==> src/pkg/fao_cfg.svh <==
// constants for the flash converter output port
`ifndef FAO_CFG_SVH
`define FAO_CFG_SVH

// ------------------------------------------------------------
// widths and depths
// ------------------------------------------------------------
`define FAO_DATA_W 8
`define FAO_FIFO_DEPTH 32
`define FAO_SYNC_STAGES 3

// ------------------------------------------------------------
// codes and reset values
// ------------------------------------------------------------
`define FAO_CODE_ALL_ONES 8'h00ff
`define FAO_CODE_RESET 8'h0000
`define FAO_OVF_RESET 1'h0
`define FAO_EN_N_IDX 0
`define FAO_EN_HI_IDX 1

// ------------------------------------------------------------
// timing: clock and sample rate limits, in kHz / ksps
// ------------------------------------------------------------
`define FAO_CLK_KHZ 25000
`define FAO_MAX_RATE_KSPS 20000
`define FAO_MIN_RATE_KSPS 125

`endif

==> src/pkg/fao_pkg.sv <==
// types shared by the flash converter output port
`default_nettype none
package fao_pkg;

    // ------------------------------------------------------------
    // drive modes of the three-state output stage
    // ------------------------------------------------------------
    typedef enum logic [1:0] {
        FAO_DRIVE_ALL,
        FAO_DRIVE_OVF,
        FAO_DRIVE_NONE
    } fao_drive_t;

endpackage
`default_nettype wire

==> src/fao_fifo.sv <==
// result fifo with registered read data and registered flags
`timescale 1ns/1ps
`default_nettype none

module fao_fifo #(
    parameter int WIDTH = 9,
    parameter int DEPTH = 32
) (
    input wire logic clk,
    input wire logic rst,
    input wire logic [WIDTH-1:0] inData,
    input wire logic inValid,
    output logic inReady,
    output logic [WIDTH-1:0] outData,
    output logic outValid,
    input wire logic outReady
);
    // pointers wrap naturally, so depth must be a power of two
    localparam int AW = $clog2(DEPTH);

    logic [WIDTH-1:0] mem [DEPTH];
    logic [AW-1:0] wrPtr_q;
    logic [AW-1:0] rdPtr_q;
    logic [AW:0] count_q;
    logic [AW:0] count_d;
    logic room_q;
    logic outValid_q;
    logic [WIDTH-1:0] outData_q;

    // ------------------------------------------------------------
    // push / pop decode
    // ------------------------------------------------------------
    // pop refills the output register whenever it is free or drained
    wire push = inValid && room_q;
    wire pop = (count_q != '0) && (!outValid_q || outReady);
    wire drain = outValid_q && outReady;
    assign count_d = count_q + (AW+1)'(push) - (AW+1)'(pop);

    // storage array, no reset needed on data
    always_ff @(posedge clk) begin
        if (push) begin
            mem[wrPtr_q] <= inData;
        end
    end

    // pointers, level and registered flags
    always_ff @(posedge clk) begin
        if (rst) begin
            wrPtr_q <= '0;
            rdPtr_q <= '0;
            count_q <= '0;
            room_q <= 1'b1;
            outValid_q <= 1'b0;
            outData_q <= '0;
        end else begin
            wrPtr_q <= wrPtr_q + AW'(push);
            rdPtr_q <= rdPtr_q + AW'(pop);
            count_q <= count_d;
            room_q <= (count_d != (AW+1)'(DEPTH));
            if (pop) begin
                outData_q <= mem[rdPtr_q];
                outValid_q <= 1'b1;
            end else if (drain) begin
                outValid_q <= 1'b0;
            end
        end
    end

    assign inReady = room_q;
    assign outData = outData_q;
    assign outValid = outValid_q;

endmodule

`default_nettype wire

==> src/fao_output_port.sv <==
// digital output stage of an 8-bit flash converter
`timescale 1ns/1ps
`default_nettype none
`include "fao_cfg.svh"

module fao_output_port #(
    parameter int DATA_W = `FAO_DATA_W,
    parameter int FIFO_DEPTH = `FAO_FIFO_DEPTH
) (
    input wire logic clk,
    input wire logic rst,
    input wire logic [DATA_W-1:0] sampleCode,
    input wire logic aboveRef,
    input wire logic output_enable_n,
    input wire logic output_enable_hi,
    output logic [DATA_W-1:0] sample_data_out,
    output logic sample_data_oe,
    output logic range_exceeded_out,
    output logic range_exceeded_oe,
    output logic [DATA_W:0] streamData,
    output logic streamValid,
    input wire logic streamReady,
    output logic convReady,
    output logic sampleLost
);

    // ------------------------------------------------------------
    // rate limits the clock source must respect
    // ------------------------------------------------------------
    // 25 MHz sits above the documented 20 MSPS ceiling; the pipeline
    // itself does not care, but analog accuracy falls off there
    // kept as a record for the clock source; no logic reads them
    localparam int CLK_KHZ = `FAO_CLK_KHZ;
    localparam int MAX_RATE_KSPS = `FAO_MAX_RATE_KSPS;
    localparam int MIN_RATE_KSPS = `FAO_MIN_RATE_KSPS;
    localparam int MIN_CLK_DIV = (CLK_KHZ + MAX_RATE_KSPS - 1) / MAX_RATE_KSPS;
    localparam int MAX_CLK_DIV = CLK_KHZ / MIN_RATE_KSPS;
    localparam int SYNC_N = `FAO_SYNC_STAGES;

    // ------------------------------------------------------------
    // enable pin synchronisers
    // ------------------------------------------------------------
    // the enables come straight from board pins, so each passes a
    // three-flop chain; the filtered level only moves once the last
    // two stages agree, which rejects a single-cycle glitch
    logic [1:0] enPin;
    logic [1:0] enSync1_q;
    logic [1:0] enSync2_q;
    logic [1:0] enSync3_q;
    logic [1:0] enLevel_q;

    assign enPin[`FAO_EN_N_IDX] = output_enable_n;
    assign enPin[`FAO_EN_HI_IDX] = output_enable_hi;

    genvar gi;
    generate
        for (gi = 0; gi < 2; gi++) begin : g_ensync
            // reset level: output_enable_n high keeps the data pins off and
            // output_enable_hi low floats both, so start from floating
            localparam logic RST_LVL = (gi == `FAO_EN_N_IDX);

            always_ff @(posedge clk) begin
                if (rst) begin
                    enSync1_q[gi] <= RST_LVL;
                    enSync2_q[gi] <= RST_LVL;
                    enSync3_q[gi] <= RST_LVL;
                    enLevel_q[gi] <= RST_LVL;
                end else begin
                    enSync1_q[gi] <= enPin[gi];
                    enSync2_q[gi] <= enSync1_q[gi];
                    enSync3_q[gi] <= enSync2_q[gi];
                    if (enSync2_q[gi] == enSync3_q[gi]) begin
                        enLevel_q[gi] <= enSync3_q[gi];
                    end
                end
            end
        end
    endgenerate

    // ------------------------------------------------------------
    // drive mode decode
    // ------------------------------------------------------------
    // enable-high low wins over everything else
    wire enLowActive = !enLevel_q[`FAO_EN_N_IDX];
    wire enHighActive = enLevel_q[`FAO_EN_HI_IDX];
    wire fao_pkg::fao_drive_t driveMode =
        !enHighActive ? fao_pkg::FAO_DRIVE_NONE :
        enLowActive ? fao_pkg::FAO_DRIVE_ALL :
        fao_pkg::FAO_DRIVE_OVF;

    // per-pin enables for the chosen mode
    logic dataOe_d;
    logic ovfOe_d;
    always_comb begin
        case (driveMode)
            fao_pkg::FAO_DRIVE_ALL: begin
                dataOe_d = 1'b1;
                ovfOe_d = 1'b1;
            end
            fao_pkg::FAO_DRIVE_OVF: begin
                dataOe_d = 1'b0;
                ovfOe_d = 1'b1;
            end
            fao_pkg::FAO_DRIVE_NONE: begin
                dataOe_d = 1'b0;
                ovfOe_d = 1'b0;
            end
            // unused encoding: float both pins rather than guess
            default: begin
                dataOe_d = 1'b0;
                ovfOe_d = 1'b0;
            end
        endcase
    end

    // ------------------------------------------------------------
    // result encoding
    // ------------------------------------------------------------
    // above the top reference the code saturates so a cascaded upper
    // unit sees a clean all-ones word from the lower one
    wire [DATA_W-1:0] codeOnes = DATA_W'(`FAO_CODE_ALL_ONES);
    wire [DATA_W-1:0] result_d = aboveRef ? codeOnes : sampleCode;
    wire resultOvf_d = aboveRef;

    // ------------------------------------------------------------
    // output latches
    // ------------------------------------------------------------
    // loaded on every edge: the sample taken at edge n stands on the
    // pins from just after edge n until edge n+1, one clock of latency;
    // the falling edge load of the analog part maps onto the single
    // rising edge here, which trades half a cycle for one clock domain
    logic [DATA_W-1:0] result_q;
    logic resultOvf_q;
    logic resultValid_q;
    logic dataOe_q;
    logic ovfOe_q;

    always_ff @(posedge clk) begin
        if (rst) begin
            result_q <= DATA_W'(`FAO_CODE_RESET);
            resultOvf_q <= `FAO_OVF_RESET;
            resultValid_q <= 1'b0;
        end else begin
            result_q <= result_d;
            resultOvf_q <= resultOvf_d;
            resultValid_q <= 1'b1;
        end
    end

    // enables registered so pins only switch on a clock edge
    always_ff @(posedge clk) begin
        if (rst) begin
            dataOe_q <= 1'b0;
            ovfOe_q <= 1'b0;
        end else begin
            dataOe_q <= dataOe_d;
            ovfOe_q <= ovfOe_d;
        end
    end

    // ------------------------------------------------------------
    // capture fifo
    // ------------------------------------------------------------
    // every latched word also goes to a 32-entry queue so slow capture
    // logic can take it at its own pace; the converter cannot pause,
    // so a full queue drops the word and flags it
    // the fifo's output register holds one word beyond the array, so a
    // stalled reader sees 33 words queued before the first drop
    wire [DATA_W:0] pushWord = {resultOvf_q, result_q};
    logic fifoRoom;

    fao_fifo #(
        .WIDTH(DATA_W + 1),
        .DEPTH(FIFO_DEPTH)
    ) u_fifo (
        .clk(clk),
        .rst(rst),
        .inData(pushWord),
        .inValid(resultValid_q),
        .inReady(fifoRoom),
        .outData(streamData),
        .outValid(streamValid),
        .outReady(streamReady)
    );

    // sticky loss flag, cleared only by reset
    // no other clear exists, so a set can never race a clear
    wire lostNow = resultValid_q && !fifoRoom;
    logic sampleLost_q;
    always_ff @(posedge clk) begin
        if (rst) begin
            sampleLost_q <= 1'b0;
        end else if (lostNow) begin
            sampleLost_q <= 1'b1;
        end
    end

    // ------------------------------------------------------------
    // pin outputs
    // ------------------------------------------------------------
    // every pin and status output is a bare flop, no logic after it
    assign sample_data_out = result_q;
    assign range_exceeded_out = resultOvf_q;
    assign sample_data_oe = dataOe_q;
    assign range_exceeded_oe = ovfOe_q;
    assign convReady = fifoRoom;
    assign sampleLost = sampleLost_q;

endmodule

`default_nettype wire

==> config.mk <==
export PLATFORM = sky130hd
export DESIGN_NAME = fao_output_port
export DESIGN_NICKNAME = d
export VERILOG_FILES = /design/src/pkg/fao_pkg.sv /design/src/fao_fifo.sv /design/src/fao_output_port.sv
export VERILOG_INCLUDE_DIRS = /design/src /design/src/pkg
export SDC_FILE = /design/constraint.sdc
export NUM_CORES = 1
export LEC_CHECK = 0
export BUFFER_PORTS_ARGS = -buffer_cell sky130_fd_sc_hd__buf_4
export CAP_MARGIN = 10
export CORE_MARGIN = 2
export CORE_UTILIZATION = 56
export DETAILED_ROUTE_END_ITERATION = 6
export PLACE_DENSITY = 0.74
export SETUP_SLACK_MARGIN = 0.2
export SYNTH_ARGS = -nofsm -noshare
export SYNTH_HDL_FRONTEND = slang
export SYNTH_SLANG_ARGS = --single-unit
==> constraint.sdc <==
create_clock -name clk -period 2.56 [get_ports clk]
set_input_delay 0.64 -clock clk [delete_from_list [all_inputs] [get_ports clk]]
set_output_delay 0.64 -clock clk [all_outputs]
set_load 0.01 [all_outputs]
---- Word-level counts from Yosys, hierarchy flattened ----
Memory sizes are Yosys's and may differ from the RTL's. A register that Yosys moved wholly into a read port is not among the register bits.
Index checks and enable logic that the tools add are counted.
word-level totals
  flip-flop bits (word level) ............. 39
  RAM bits ................................ 288
  input bits .............................. 14
  output and inout port bits .............. 23
  logic and storage cells ................. 49
  memories kept ........................... 1
operators by class
  $add $sub $neg .......................... 4
  equal/unequal tests ..................... 4
  muxes and demuxes ....................... 10
  reduce and logical (&&, ||, !) cells .... 11
memories
  memory      depth  width  read ports  clocked after Yosys merged registers in  wr ports  RTL line        RTL
  u_fifo.mem  32     9      1           1                                        1         fao_fifo.sv:21  logic [WIDTH-1:0] mem [DEPTH];
operators by type and width
  cell                                           count
  adder 5 x 1 -> 5 bit                           2
  two-way mux 1 bit                              8
  two-way mux 8 bit                              1
  adder 6 x 1 -> 6 bit                           1
  inequality test 6 bit, second input constant   1
  nonzero test 6 bit                             1
  subtractor 6 x 1 -> 6 bit                      1
  logical AND 1 bit                              4
  == test 1 bit                                  2
  == test 2 x 1 -> 1 bit, second input constant  1
  logical NOT 1 bit                              2
  logical NOT 2 bit                              1
  two-way mux 2 bit                              1
  nonzero test 2 bit                             1
  OR reduction 2 bit                             1
  logical OR 1 bit                               1

---- Longest topological paths before layout ----
  word-level depth ........................ 5
  depth in mapped cells ................... 12
  depth with buffers taken out ............ 12

---- Hierarchy ----
Synthesis repeated with hierarchy kept, for this count alone.
second synthesis, totals
  cell total of the unflattened synthesis .. 738
  area total of the unflattened synthesis .. 13067.5 µm²
modules (own cells, without submodules)
  module           instances  cells each  area an instance (µm²)
  fao_fifo         1          681         12467.0
  fao_output_port  1          57          600.6

---- Least setup slack after synthesis ----
Ideal clock, no wire load.
  path type ............................... reg2reg
  start point ............................. reg u_fifo.count_q[2]
  end point ............................... reg u_fifo.room_q (netlist: u_fifo.inReady)
  arrival time ............................ 2372 ps
  setup slack ............................. 53 ps
  cell stages (with the launch flop) ...... 13
  buffers on the path ..................... 0
  period minus slack after synthesis ...... 2507 ps
  path through ............................ dfxtp_1 > inv_1 > ha_1 > nor4bb_1 > nor2_1 > nand2_1 > o21ai_0 > ha_1 > fa_1 > a21oi_1 > o21bai_1 > xnor2_1 > nand4b_1
on the way
  word-level cells in the longest chain between the ends .. 4
  elaborated cells between the ends (all ways) .. 5
  classes of those cells .................. add/sub: 2; eq/ne: 1; reduce/logical: 2
RTL lines
  item                                                                          RTL line        RTL
  start, declared                                                               fao_fifo.sv:24  logic [AW:0] count_q;
  start signal, assigned                                                        fao_fifo.sv:58  count_q <= count_d;
  parallel branches: the longest is 2 deep, another holds adder 6 x 1 -> 6 bit  n/a
  subtractor 6 x 1 -> 6 bit *                                                   fao_fifo.sv:37  assign count_d = count_q + (AW+1)'(push) - (AW+1)'(pop);
  inequality test 6 bit *                                                       fao_fifo.sv:59  room_q <= (count_d != (AW+1)'(DEPTH));
  end signal, assigned                                                          fao_fifo.sv:59
  end, declared                                                                 fao_fifo.sv:26  logic room_q;
Mark *: on every way between the ends.
A chain may end at the register's enable or synchronous reset.

---- Final worst setup path ----
  start point ............................. reg u_fifo.count_q[5]
  end point ............................... reg u_fifo.room_q (netlist: u_fifo.inReady)
The elaborated chain is that of the path after synthesis.

==> run metrics <==
CP max-delay cell=fa_2; CTS tree=yes; layout cells sized above 1=26.7%; Synth top area share=66.5%; Synth top cells by count=edfxtp_1 (288), nor2_1 (66), mux2i_1 (52); worst setup path class=flip-flop to flip-flop; CP delay by family, top=adder cells; CTS Sinks=336; die area=24500 um2; Final period util=93.8%; area leader, netlist=edfxtp_1; Req. time, crit path=2.94 ns; f_max=0.416 GHz; main flop type after synthesis=edfxtp_1; GPL Wtd Cong=0.791; die width=156 um; crit-path max FO=2; VDD IR max=0.000688 V; Final Setup Violations=0; Clock Skew=0.0188 ns; CP arrival=2.78 ns; R2R setup slack=0.16 ns; RSZ-0062 raised after global routing=yes; I/O pin count=37; number of enable flip-flop cells after synthesis=288; height of the die=156 um; largest cells by area after synthesis=edfxtp_1 (67%), mux4_2 (7.4%), dfxtp_1 (7.4%); Initial DRT Pass Iterations=7; Core Box Area=22700 um2; critical path, cell by cell=inv_2, ha_4, nor4bb_4, nor2_2, nand2_1, o21ai_1, ha_2, fa_2, a21oi_2, o21bai_1, xnor2_1, nand4b_1; htree depth=2; Synth async-reset ratio=0%; wirelength, routed=27200 um; Avg Inst Size Synth=18.6 um2; post-DR wirelength/cell=24.4 um; Initial Util=57.3%; CTS max path bufs=3; MaxCap Viol Count=0; status=complete, but fails checks; CP Capture Type=flip-flop; iteration-0 DRC count of the detailed router=652; sequential share of the synthesized area=73.9%; Remaining Overflow, GRT=0; # DRC=1; CTS root buffer=clkbuf_16; Num CTS Buffers=34; via count=6758; placed instance area=13900 um2; crit path time final=2.40 ns; max-slew violation count=0; design area=15200 um2; # port buffers=36; via/cell ratio=6.06; critical path startpoint category=flip-flop; GRT Resource Usage Total=22.9%; vias in the first global route=7010; final antenna-violating net count=0; first-pass GRT wire length=41100 um; dpl hpwl=17000 um; initial antenna violation count=0; LEAKAGE=5.13 nW; Rel. slew slack=41.0%; Setup Total Neg Slack=0 ns; worst path bufs/invs=1; Syn Nets=725; largest net degree at the start of global routing=34; Worst-Skew Late Latency=0.51 ns; pwr dens=983 nW/um2; Slew @ Worst Pin=0.883 ns; Worst path max stage delay=0.39 ns; Rows=55; Cell Area, Synth=13000 um2; Hold Crit Class=input pin to flip-flop; CTS clk-pin slew, worst paths=0.06 ns; failing checks=design-rule violations; Syn Inst Count=700; fin nets=832; final hold viol count=0; synth-to-layout area growth=16.6%; flop and latch count out of synthesis=336; most frequent cell after synthesis=edfxtp_1; ant diodes=0; synth unique cells=47; Yosys warnings=0
cell type report:
class                           count  area [um2]
Clock buffer                       49        1050
Tap cell                          285         357
Timing Repair Buffer              108         836
Fill cell                        1440        7560
Clock inverter                     11         100
Sequential cell                   336        9620
Inverter                           10        37.5
Multi-Input combinational cell    317        3150
flip-flops by register name (all words and copies together), names as in the netlist, 5 cells and up:
name             cells
u_fifo.mem         288
u_fifo.outData       9
sample_data_out      8
u_fifo.count_q       6
u_fifo.rdPtr_q       5
u_fifo.wrPtr_q       5
routing by layer:
layer | track usage (%) | vias up | part of all wire [%]
met4 | 6.55 | 0 | 2.0
met1 | 32.3 | 3466 | 42
met3 | 3.43 | 33 | 6.1
met5 | 0 | - | 0
met2 | 37.8 | 258 | 50
li1 | - | 3001 | -
cells in the final DEF (no fill, tap or decap), drive strengths merged, types with 2 or more instances in the layout:
master / instances
edfxtp: 288
buf: 108
nor2: 66
mux4: 55
mux2i: 52
clkbuf: 49
dfxtp: 48
o21ai: 21
a21oi: 14
nor2b: 12
ha: 10
inv: 10
o221ai: 9
a32o: 9
clkinv: 9
o22ai: 8
a211oi: 8
nand2: 6
nand3: 6
nand3b: 6
xnor2: 6
xor2: 4
or2: 3
and2: 2
or3b: 2
or3: 2
a21o: 2
a31oi: 2
bufinv: 2
cells by family (layout without fill, tap and decap cells):
group | Yosys count | after routing | synth area share, %
AO/OA/AOI/OAI | 77 | 77 | 3.97
XOR/XNOR | 10 | 10 | 0.674
adder cells (fa/ha/maj) | 11 | 11 | 1.12
buffers and inverters | 47 | 178 | 2.38
flip-flops | 336 | 336 | 73.9
multiplexers | 107 | 107 | 13.9
AND/OR/NAND/NOR | 112 | 112 | 4.08
repair_timing:
action,in CTS,in global routing
setup endpoints to repair,2,8
setup buffers,2,8
hold buffers,0,0
pin swaps,5,10
gates resized for setup,12,6
power breakdown:
part	internal (W)	switching, W	total [W]	leakage [nW]
clock	0.00307	0.00195	0.00502	0.570
sequential	0.00619	0.000245	0.00643	3.02
combinational	0.00176	0.00169	0.00345	1.54
total	0.0110	0.00388	0.0149	5.13
per-stage QoR:
step | cells | util (%) | hold slack, ns | setup WS (ns) | total power, W
floorplan | 700 | - | 0.389 | 0.207 | 0.00878
global placement | 1046 | 61.1 | 0.398 | 0.0936 | 0.00956
global route | 1116 | 66.7 | 0.319 | 0.0974 | 0.0154
finish | 1116 | 66.7 | 0.317 | 0.159 | 0.0149
CTS | 1108 | 66.4 | 0.307 | 0.214 | 0.0148
detailed placement | 1046 | 61.1 | 0.408 | -0.0840 | 0.00970
worst paths after layout:
| kind | start | end | cells past startpoint |
|---|---|---|---|
| setup / recovery | u_fifo.count_q[5] | u_fifo.inReady | 12 |
| hold / removal | output_enable_n | enSync1_q[0] | 2 |
| setup reg to reg | u_fifo.count_q[5] | u_fifo.inReady | 12 |
| hold reg to reg | enSync1_q[0] | enSync2_q[0] | 1 |
No activity file was read; power rests on OpenSTA's default activity.
